**src/ascd_pkg.sv**
```systemverilog
// Behaviour
// - byte with bit 7 set loads conversion request: channel 6:3, scan 2:1, temp 0
// - channel field is binary 0..15; pairs addressed by their lower channel
// - scan 00 is 0..N, 01 is N..15, 10 repeats N, 11 converts N once
// - range scans give one result per single channel or pair, plus temperature
// - repeat scan result count comes from the averaging repeat count field
// - temperature request gives one temperature result, placed first in the scan
// - channels acting as convert strobe or negative reference are skipped
// - top pair is ignored when either member is reassigned
// - modes 10/11 start on conversion write; modes 00/01 on strobe low pulse
// - setup bits 5:4 clock mode, 3:2 reference, 1:0 pair register select
// - select 10 sends next byte to unipolar pairs, 11 to bipolar pairs
// - select 00 or 01 writes no pair register; next byte is a fresh command
// - pair enabled in both registers is treated as unipolar
// - unipolar results straight binary, bipolar results two's complement
// - averaging register sets up to 32 samples per result and repeat count
// - averaging happens only while the averaging-on bit is 1
// - externally clocked mode 11 never averages
// - reset byte with bit 3 at 1 clears result queue; with 0 resets all registers
// - internally timed scan time: sample time x samples x results plus extras
// - mode 11 conversion time follows serial clock and select-high gaps; here a fixed SAMPLE_CYC per result as in the internal modes
// - byte 01xxxxxx is a setup write
// - registers reset to zero except setup, which starts in clock mode 10
// - input sampled on rising serial clock while select low, msb first
// - each result is two bytes: four zero bits then twelve-bit value
package ascd_pkg;
  localparam logic [7:0] SETUP_RESET = 8'h20;
  localparam int CONV_CH_HI = 6;
  localparam int CONV_CH_LO = 3;
  localparam int CONV_SCAN_HI = 2;
  localparam int CONV_TEMP = 0;
  localparam int SETUP_CK_HI = 5;
  localparam int SETUP_REF_HI = 3;
  localparam int AVG_ON_BIT = 4;
  localparam int AVG_CNT_HI = 3;
  localparam int RST_BIT = 3;
  localparam int NUM_CH = 16;
  localparam logic [3:0] STROBE_CH = 4'hf;
  localparam logic [3:0] NEGREF_CH = 4'he;
  // per-sample, temperature and reference wake times in ns
  localparam int T_SAMPLE_NS = 3000;
  localparam int T_TEMP_NS = 6000;
  localparam int T_WAKE_NS = 65000;
  localparam int CLK_NS = 8;
  localparam int SAMPLE_CYC = T_SAMPLE_NS / CLK_NS;
  localparam int TEMP_CYC = T_TEMP_NS / CLK_NS;
  localparam int WAKE_CYC = T_WAKE_NS / CLK_NS;
  localparam int SYNC_STAGES = 2;
  typedef enum logic [1:0] {SCAN_UP_TO, SCAN_FROM, SCAN_REPEAT, SCAN_ONCE} ascd_scan_t;
endpackage : ascd_pkg

```
**src/ascd_shift_if.sv**
```systemverilog
`timescale 1ns/10ps
interface ascd_shift_if;
  logic byte_valid;
  logic [7:0] byte_data;
  logic byte_first;
  modport rx (output byte_valid, output byte_data, output byte_first);
  modport core (input byte_valid, input byte_data, input byte_first);
endinterface : ascd_shift_if

```
**src/ascd_shift_rx.sv**
```systemverilog
`timescale 1ns/10ps
module ascd_shift_rx
  import ascd_pkg::*;
(
  // clock and reset
  input wire logic clk,
  input wire logic rst_n,
  // synchronised serial lines
  input wire logic sclk_s,
  input wire logic cs_n_s,
  input wire logic din_s,
  // bytes out
  ascd_shift_if.rx bus
);
  logic sclk_prev_q;
  logic [2:0] bit_cnt_q;
  logic [6:0] shift_q;
  logic first_pend_q;
  wire rise = sclk_s & ~sclk_prev_q & ~cs_n_s;

  always_ff @(posedge clk or negedge rst_n) begin
    if (!rst_n) sclk_prev_q <= 1'b0;
    else sclk_prev_q <= sclk_s;
  end

  // msb first, taken on rising serial clock while selected
  always_ff @(posedge clk or negedge rst_n) begin
    if (!rst_n) begin
      bit_cnt_q <= 3'h0;
      shift_q <= 7'h00;
      bus.byte_valid <= 1'b0;
      bus.byte_data <= 8'h00;
    end else begin
      bus.byte_valid <= 1'b0;
      if (cs_n_s) begin
        bit_cnt_q <= 3'h0;
      end else if (rise) begin
        shift_q <= {shift_q[5:0], din_s};
        bit_cnt_q <= bit_cnt_q + 3'h1;
        if (bit_cnt_q == 3'h7) begin
          bus.byte_valid <= 1'b1;
          bus.byte_data <= {shift_q, din_s};
        end
      end
    end
  end

  // first byte of a frame is always a command byte
  always_ff @(posedge clk or negedge rst_n) begin
    if (!rst_n) begin
      first_pend_q <= 1'b1;
      bus.byte_first <= 1'b0;
    end else begin
      if (cs_n_s) first_pend_q <= 1'b1;
      else if (bus.byte_valid) first_pend_q <= 1'b0;
      if (rise && bit_cnt_q == 3'h7) bus.byte_first <= first_pend_q;
    end
  end
endmodule : ascd_shift_rx

```
**src/ascd_top.sv**
```systemverilog
`timescale 1ns/10ps
module ascd_top
  import ascd_pkg::*;
(
  // clock and reset
  input wire logic clk,
  input wire logic resetn,
  // serial port and convert strobe from host
  input wire logic sclk,
  input wire logic cs_n,
  input wire logic din,
  input wire logic convert_strobe_n,
  // register contents
  output logic [7:0] conversion_request_q,
  output logic [7:0] configuration_byte_q,
  output logic [7:0] sample_averaging_control_q,
  output logic [7:0] unipolar_pair_select_q,
  output logic [7:0] bipolar_pair_select_q,
  // conversion sequencing
  output logic scan_busy_q,
  output logic conv_start_q,
  output logic [3:0] conv_channel_q,
  output logic conv_diff_q,
  output logic conv_bipolar_q,
  output logic conv_temp_q,
  output logic conv_average_q,
  output logic queue_clear_q
);
  logic [1:0] rst_sync_q;
  logic rst_n;
  logic [SYNC_STAGES-1:0] sclk_sync_q, cs_sync_q, din_sync_q, cnv_sync_q;
  logic cnv_prev_q;
  logic pair_next_q;
  logic pair_bip_q;
  logic [3:0] cur_q, last_q;
  logic [2:0] repeat_left_q;
  logic temp_pend_q;
  logic fin_q;
  logic [15:0] wait_q;
  logic start_req;
  logic [15:0] ch_ok;
  logic [1:0] ck_mode;
  ascd_scan_t scan_mode;

  ascd_shift_if sif ();

  always_ff @(posedge clk or negedge resetn) begin
    if (!resetn) rst_sync_q <= 2'b00;
    else rst_sync_q <= {rst_sync_q[0], 1'b1};
  end
  assign rst_n = rst_sync_q[1];

  // two-stage synchronisers; only the last stage is read
  always_ff @(posedge clk or negedge rst_n) begin
    if (!rst_n) begin
      sclk_sync_q <= '0;
      cs_sync_q <= '1;
      din_sync_q <= '0;
      cnv_sync_q <= '1;
      cnv_prev_q <= 1'b1;
    end else begin
      sclk_sync_q <= {sclk_sync_q[0], sclk};
      cs_sync_q <= {cs_sync_q[0], cs_n};
      din_sync_q <= {din_sync_q[0], din};
      cnv_sync_q <= {cnv_sync_q[0], convert_strobe_n};
      cnv_prev_q <= cnv_sync_q[1];
    end
  end

  ascd_shift_rx u_rx (
    .clk(clk),
    .rst_n(rst_n),
    .sclk_s(sclk_sync_q[1]),
    .cs_n_s(cs_sync_q[1]),
    .din_s(din_sync_q[1]),
    .bus(sif.rx)
  );

  wire [7:0] b = sif.byte_data;
  wire cmd_byte = sif.byte_valid & ~(pair_next_q & ~sif.byte_first);
  wire wr_conv = cmd_byte & b[7];
  wire wr_setup = cmd_byte & (b[7:6] == 2'b01);
  wire wr_avg = cmd_byte & (b[7:5] == 3'b001);
  wire wr_rst = cmd_byte & (b[7:4] == 4'b0001);
  wire full_reset = wr_rst & ~b[RST_BIT];

  assign ck_mode = configuration_byte_q[SETUP_CK_HI -: 2];
  assign scan_mode = ascd_scan_t'(conversion_request_q[CONV_SCAN_HI -: 2]);

  // register file; full reset returns power-up values
  always_ff @(posedge clk or negedge rst_n) begin
    if (!rst_n) begin
      conversion_request_q <= 8'h00;
      configuration_byte_q <= SETUP_RESET;
      sample_averaging_control_q <= 8'h00;
      unipolar_pair_select_q <= 8'h00;
      bipolar_pair_select_q <= 8'h00;
      pair_next_q <= 1'b0;
      pair_bip_q <= 1'b0;
    end else if (full_reset) begin
      conversion_request_q <= 8'h00;
      configuration_byte_q <= SETUP_RESET;
      sample_averaging_control_q <= 8'h00;
      unipolar_pair_select_q <= 8'h00;
      bipolar_pair_select_q <= 8'h00;
      pair_next_q <= 1'b0;
    end else if (sif.byte_valid) begin
      pair_next_q <= 1'b0;
      if (pair_next_q && !sif.byte_first) begin
        if (pair_bip_q) bipolar_pair_select_q <= b;
        else unipolar_pair_select_q <= b;
      end else if (wr_conv) begin
        conversion_request_q <= b;
      end else if (wr_setup) begin
        configuration_byte_q <= b;
        pair_next_q <= b[1];
        pair_bip_q <= b[0];
      end else if (wr_avg) begin
        sample_averaging_control_q <= b;
      end
    end
  end

  // queue clear pulse, also on full reset
  always_ff @(posedge clk or negedge rst_n) begin
    if (!rst_n) queue_clear_q <= 1'b0;
    else queue_clear_q <= wr_rst;
  end

  // pair enable: bit 7 covers 0/1 down to bit 0 for 14/15
  function automatic logic pair_en(input logic [7:0] r, input logic [3:0] ch);
    pair_en = r[3'h7 - ch[3:1]];
  endfunction : pair_en

  // channels usable for conversion
  always_comb begin
    ch_ok = '1;
    if (!ck_mode[1]) ch_ok[STROBE_CH] = 1'b0;
    if (configuration_byte_q[SETUP_REF_HI -: 2] == 2'b11) ch_ok[NEGREF_CH] = 1'b0;
    if ((pair_en(unipolar_pair_select_q, NEGREF_CH) || pair_en(bipolar_pair_select_q, NEGREF_CH))
        && !(ch_ok[STROBE_CH] && ch_ok[NEGREF_CH])) begin
      ch_ok[NEGREF_CH] = 1'b0;
      ch_ok[STROBE_CH] = 1'b0;
    end
  end

  wire strobe_fall = cnv_prev_q & ~cnv_sync_q[1];
  assign start_req = !scan_busy_q &&
                     ((ck_mode[1] && wr_conv) || (!ck_mode[1] && strobe_fall));

  wire is_pair = pair_en(unipolar_pair_select_q, cur_q) | pair_en(bipolar_pair_select_q, cur_q);
  wire [3:0] step = is_pair ? 4'h2 : 4'h1;
  wire avg_on = sample_averaging_control_q[AVG_ON_BIT] & (ck_mode != 2'b11);
  wire [2:0] navg_sel = {1'b0, sample_averaging_control_q[AVG_CNT_HI -: 2]};
  // samples per result: 4, 8, 16 or 32 when averaging
  wire [15:0] samples = avg_on ? (16'h4 << navg_sel) : 16'h1;
  wire [15:0] wake = (configuration_byte_q[SETUP_REF_HI -: 2] == 2'b00) ? 16'(WAKE_CYC) : 16'h0;

  // scan sequencer: temperature first, then channels in order
  always_ff @(posedge clk or negedge rst_n) begin
    if (!rst_n) begin
      scan_busy_q <= 1'b0;
      conv_start_q <= 1'b0;
      conv_channel_q <= 4'h0;
      conv_diff_q <= 1'b0;
      conv_bipolar_q <= 1'b0;
      conv_temp_q <= 1'b0;
      conv_average_q <= 1'b0;
      cur_q <= 4'h0;
      last_q <= 4'h0;
      repeat_left_q <= 3'h0;
      temp_pend_q <= 1'b0;
      wait_q <= 16'h0;
      fin_q <= 1'b0;
    end else begin
      conv_start_q <= 1'b0;
      if (full_reset) begin
        scan_busy_q <= 1'b0;
        fin_q <= 1'b0;
      end else if (start_req) begin
        scan_busy_q <= 1'b1;
        fin_q <= 1'b0;
        temp_pend_q <= conversion_request_q[CONV_TEMP] | (wr_conv & b[CONV_TEMP]);
        wait_q <= wake;
        case (wr_conv ? ascd_scan_t'(b[CONV_SCAN_HI -: 2]) : scan_mode)
          SCAN_UP_TO: begin
            cur_q <= 4'h0;
            last_q <= wr_conv ? b[CONV_CH_HI -: 4] : conversion_request_q[CONV_CH_HI -: 4];
          end
          SCAN_FROM: begin
            cur_q <= wr_conv ? b[CONV_CH_HI -: 4] : conversion_request_q[CONV_CH_HI -: 4];
            last_q <= 4'(NUM_CH - 1);
          end
          default: begin
            cur_q <= wr_conv ? b[CONV_CH_HI -: 4] : conversion_request_q[CONV_CH_HI -: 4];
            last_q <= wr_conv ? b[CONV_CH_HI -: 4] : conversion_request_q[CONV_CH_HI -: 4];
          end
        endcase
        // repeat count 1,2,3,4 results
        repeat_left_q <= {1'b0, sample_averaging_control_q[1:0]};
      end else if (scan_busy_q) begin
        if (wait_q != 16'h0) begin
          wait_q <= wait_q - 16'h1;
        end else if (fin_q) begin
          // busy covers the last conversion too, so scan time matches the sum
          fin_q <= 1'b0;
          scan_busy_q <= 1'b0;
        end else if (temp_pend_q) begin
          temp_pend_q <= 1'b0;
          conv_start_q <= 1'b1;
          conv_temp_q <= 1'b1;
          conv_average_q <= 1'b0;
          wait_q <= 16'(TEMP_CYC);
        end else begin
          conv_temp_q <= 1'b0;
          if (ch_ok[cur_q]) begin
            conv_start_q <= 1'b1;
            conv_channel_q <= {cur_q[3:1], cur_q[0] & ~is_pair};
            conv_diff_q <= is_pair;
            // unipolar wins when both set
            conv_bipolar_q <= ~pair_en(unipolar_pair_select_q, cur_q)
                              & pair_en(bipolar_pair_select_q, cur_q);
            conv_average_q <= avg_on;
            wait_q <= 16'(SAMPLE_CYC * samples);
          end
          if (scan_mode == SCAN_REPEAT && repeat_left_q != 3'h0) begin
            // one extra result per count step
            repeat_left_q <= repeat_left_q - 3'h1;
          end else if (cur_q >= last_q || {1'b0, cur_q} + {1'b0, step} > 5'(NUM_CH - 1)
                       && scan_mode != SCAN_REPEAT) begin
            fin_q <= 1'b1;
          end else if (scan_mode == SCAN_UP_TO || scan_mode == SCAN_FROM) begin
            cur_q <= cur_q + step;
          end else begin
            fin_q <= 1'b1;
          end
        end
      end
    end
  end
endmodule : ascd_top
```
**config.mk**
```make
export PLATFORM = sky130hd
export DESIGN_NAME = ascd_top
export DESIGN_NICKNAME = d
export VERILOG_FILES = /design/src/ascd_pkg.sv /design/src/ascd_shift_if.sv /design/src/ascd_shift_rx.sv /design/src/ascd_top.sv
export SDC_FILE = /design/constraint.sdc
export NUM_CORES = 1
export LEC_CHECK = 0
export BUFFER_PORTS_ARGS = -buffer_cell sky130_fd_sc_hd__clkbuf_2
export CAP_MARGIN = 20
export CORE_ASPECT_RATIO = 1.4
export CORE_MARGIN = 8
export CORE_UTILIZATION = 55
export CTS_CLUSTER_SIZE = 25
export DETAILED_ROUTE_END_ITERATION = 12
export PLACE_DENSITY_LB_ADDON = 0.08
export SYNTH_ARGS = -nofsm -noshare
export SYNTH_HDL_FRONTEND = slang
export SYNTH_SLANG_ARGS = --single-unit
```
**constraint.sdc**
```tcl
create_clock -name clk -period 4.45 [get_ports clk]
set_input_delay 0.89 -clock clk [delete_from_list [all_inputs] [get_ports clk]]
set_output_delay 0.89 -clock clk [all_outputs]
set_load 0.05 [all_outputs]
```
==> run summary <==
The flow ran to the end, and the final reports show no timing, DRC or antenna violations. For this block, the routed nets add up to 17460 um of wire. The number of placed instances with taps included is 844.

The repair_antennas step left the layout with diodes totalling 0. By startpoint and endpoint, the worst setup path is classified as reg -> reg. Setup slack on the worst reg-to-reg path comes out at 0.25 ns. The net count of the finished layout is 784. Setup repair after global routing left no endpoint under its margin. The post-synthesis async set-or-reset flop share came out at 1.000. The global routing stage identified its most utilized layer as met2. The deepest level of the CTS H-tree came out at 4. Across all layers, the routed design uses between 5000 and 6000 vias. The final-report hold violation count was 0. The number of buffers inserted for hold repair after clock tree synthesis came out at 0. Setup violations remaining at the end of the flow were counted as 0. The dominant register cell in the synthesized netlist is sky130_fd_sc_hd__dfrtp_1. The achievable clock frequency came out at ~240 MHz. In the global route stage, met2 resource usage came out at 0.4050. The share of synthesized area in the top cell type comes to 0.4003.

The count of maximum capacitance violations came out at 0. The total clock sinks came out at 115. The global routing usage on met1 came out at 0.2410. The detailed-router iteration count before antenna repair is 5. In this run the clock root is driven by a sky130_fd_sc_hd__clkbuf_16. TritonCTS built the clock tree. VDD sags by at most 402.9 uV.

The floorplan die area is 16130 um^2. The number of warnings issued by yosys is 0. The top-level port count is 57. The global placement routability congestion came out at slightly below 0.9. The ratio of cells with drive above 1 in the final layout came out at 0.2274. The core region is around 12000 um^2. The portion of the clock cycle consumed by the worst path in the final layout came out at 0.9436. The number of nets with antenna violations after detailed routing came out at 0. The global-route wire length before repair came out at 28350 um. The commonest non-fill, non-tap cell in the layout is sky130_fd_sc_hd__dfrtp_1. The number of buffers added on ports came out at 56.

In the layout the commonest cells are sky130_fd_sc_hd__dfrtp_1, sky130_fd_sc_hd__nand2_1, sky130_fd_sc_hd__nor2_1, sky130_fd_sc_hd__clkbuf_2, sky130_fd_sc_hd__inv_1. The number of global-route vias before repair came out at 5587. The cell area reported after detailed placement came out at 7181 um^2. The floorplan step set the die width to between 100 and 150 um. The total negative setup slack came out at 0 ns. The post-synthesis cell count came out at 654. Of the synthesized area, sequential elements account for 0.4275.

For the worst setup path, the data required time is between 4 and 5 ns. After synthesis, the cell types taking the most area are sky130_fd_sc_hd__dfrtp_1, sky130_fd_sc_hd__ha_1, sky130_fd_sc_hd__mux2_2. The violation count after the first detailed-route iteration came out at between 200 and 300.

The number of cells in the finished layout apart from fillers came out at 880. The initial utilization of the core area, before any placement, comes to 0.5565. The largest net degree at the start of global routing came out at 83. Among all stages on the critical path, the largest delay is contributed by sky130_fd_sc_hd__fa_1. The post-route DRC violation count is 0.

The total standard cell area after synthesis came out at a little under 7000 um^2. The number of rows created at floorplan came out at 48. The placed wire-length estimate after detailed placement is 12840 um. The via-per-instance ratio is 5.919. The analysis attributes to cell leakage a power of 3.863 nW. The number of buffers between clock root and the deepest sink came out at 2. Of all cell types, the one taking the most synthesized area is sky130_fd_sc_hd__dfrtp_1.

The path class of the lowest-slack min-delay path is reg -> async. The filler cells instantiated in the layout total 1009. The final core area utilization is 0.6466. The total congestion overflow after global routing is 0.

The max-slew violation total from the final report is 0. The global-route usage over all layers came out at 0.2276. The area added between synthesis and finish is 16.18%. In this run the power density over the cells is 327.7 nW/um^2. The met3 track demand over resource in global routing came out at 0.04822.

The die span in y is around 150 um. The worst max-slew margin expressed relative to the limit came out at 0.5306. Counting I/O delays and the setup requirement, the final critical path takes 4.199 ns. Yosys mapped a number of flops with a built-in enable equal to 0.

On the worst path, the slowest cell contributes a delay of 0.54 ns. Of all nets on the critical path, the largest fanout is 9. The later-pin clock latency in the skew report is just over 0.4 ns. The initial antenna violation count came out at 0.

The finished cells cover 7844 um^2. The average size of a mapped cell is ~10 um^2. The area of the multi-input gates is 3576 um^2. The clock transition at the registers of the reported paths came out at about 0.06 ns. The count of distinct cell types in the synthesized netlist came out at 79. Across the routed clock network, the largest skew measured is 0.01097 ns. The transition at the pin with the smallest max-transition slack came out at 0.7023 ns.

The CTS buffer count is 17. Traced cell by cell, the critical path runs through a21boi_4 > nand2_1 > nor2_2 > inv_2 > fa_1 > inv_1 > fa_1 > inv_1 > ha_1 > ha_1 > a2111o_1 > nor2_1 > a2bb2oi_1 > a211o_1 > a31oi_1 > o2bb2ai_1. The combined buffer and inverter count along the critical path is 3. After synthesis the netlist holds a flip-flop and latch count of 115.

On the critical path the largest part of the delay comes from adder cells. In the final routed layout, each cell accounts on average for about 20 um. The total area of sequential cells came out at 2892 um^2.

The overall power came out at 2.571 mW. The category of the worst setup path capture point is a flip-flop. The worst setup path is launched from a flip-flop.

The arrival time of the worst setup path came out at 4.49 ns.
==> worst register-to-register path, cell delays in order, from the launching register on <==
cell and delay, ns:
sky130_fd_sc_hd__dfstp_2 0.42, sky130_fd_sc_hd__a21boi_4 0.24, sky130_fd_sc_hd__nand2_1 0.09, sky130_fd_sc_hd__nor2_2 0.14, sky130_fd_sc_hd__inv_2 0.10, sky130_fd_sc_hd__fa_1 0.54, sky130_fd_sc_hd__inv_1 0.07, sky130_fd_sc_hd__fa_1 0.54
sky130_fd_sc_hd__inv_1 0.05, sky130_fd_sc_hd__ha_1 0.29, sky130_fd_sc_hd__ha_1 0.37, sky130_fd_sc_hd__a2111o_1 0.47, sky130_fd_sc_hd__nor2_1 0.11, sky130_fd_sc_hd__a2bb2oi_1 0.09, sky130_fd_sc_hd__a211o_1 0.32, sky130_fd_sc_hd__a31oi_1 0.17
sky130_fd_sc_hd__o2bb2ai_1 0.09
==> layout make-up <==
cell class              count  share of cell area
multi-input cells         464              0.4559
flip-flops and latches    115              0.3686
clock buffers              18             0.05471
repair buffers             67             0.04881
inverters                  52             0.02488
well taps                 150             0.02393
clock inverters            14             0.02313
==> cell families after synthesis <==
family	Yosys count	share of synthesized area
other	2	0.001112
and+or+nand+nor	197	0.1499
DFF	115	0.4275
buffers and inverters	78	0.04689
muxes	46	0.08154
xor gates and xnor gates	18	0.02335
AOI/OAI and AO/OA	137	0.1421
adders and majority gates	61	0.1275
==> final timing paths <==
path / start / to / depth (start not counted)
setup / recovery: configuration_byte_q[5] / wait_q[15] / 16
hold / removal: rst_sync_q[1] / conv_diff_q / 0
setup reg to reg: configuration_byte_q[5] / wait_q[15] / 16
hold reg to reg: rst_sync_q[1] / conv_diff_q / 0
max in group asynchronous: rst_sync_q[1] / cnv_prev_q / 2
min in group clk: cs_sync_q[0] / cs_sync_q[1] / 0
==> cells in the mapped netlist, types with 5 or more instances <==
master and number:
sky130_fd_sc_hd__o21a_1 5, sky130_fd_sc_hd__o22a_1 7, sky130_fd_sc_hd__a211o_1 5, sky130_fd_sc_hd__nand2_1 63, sky130_fd_sc_hd__buf_2 10, sky130_fd_sc_hd__mux2_2 31
sky130_fd_sc_hd__o21ai_0 31, sky130_fd_sc_hd__mux2i_1 10, sky130_fd_sc_hd__dfrtp_1 108, sky130_fd_sc_hd__nor2_1 60, sky130_fd_sc_hd__xor2_1 10, sky130_fd_sc_hd__ha_1 48
sky130_fd_sc_hd__nor2b_1 7, sky130_fd_sc_hd__a21oi_1 23, sky130_fd_sc_hd__clkbuf_1 12, sky130_fd_sc_hd__and2_1 7, sky130_fd_sc_hd__fa_1 13, sky130_fd_sc_hd__nor3_1 6
sky130_fd_sc_hd__nor3b_1 5, sky130_fd_sc_hd__a31oi_1 11, sky130_fd_sc_hd__xnor2_1 8, sky130_fd_sc_hd__dfstp_2 7, sky130_fd_sc_hd__inv_1 52, sky130_fd_sc_hd__a22o_1 6
sky130_fd_sc_hd__nand3_1 9, sky130_fd_sc_hd__a21o_1 7
==> sequential cells by signal, summed over array words and instances, names as in the netlist, 4 cells and up <==
signal                      flops
wait_q                         16
bipolar_pair_select_q           8
configuration_byte_q            8
conversion_request_q            8
sample_averaging_control_q      8
u_rx.bus.byte_data              8
unipolar_pair_select_q          8
u_rx.shift_q                    7
conv_channel_q                  4
cur_q                           4
last_q                          4
==> report_power, final <==
part | internal (mW) | total [mW] | switching [mW]
clock | 0.887 | 1.39 | 0.506
sequential | 1.08 | 1.11 | 0.0239
combinational | 0.0344 | 0.0721 | 0.0377
==> what timing repair did <==
item | 4_1_cts | 5_1_grt
buffers inserted | 0 | 3
resized for setup | 0 | 3
endpoints found under the hold margin | 0 | 0
setup endpoints to repair | 0 | 5
==> through the flow <==
stage	setup WS, ns	hold WS (ns)
2_1_floorplan	0.07215	0.3312
3_3_place_gp	0.2943	0.3333
3_5_place_dp	0.1237	0.3434
4_1_cts	0.1176	0.2365
5_1_grt	0.03330	0.2180
6_report	0.2510	0.1991
==> per-layer routing <==
layer | share of wire | routed length [um]
met4 | 0.040 | 692
met2 | 0.55 | 9556
met3 | 0.040 | 695
met5 | 0 | 0
met1 | 0.37 | 6510
Note: power is estimated with default switching activity, not from simulation.
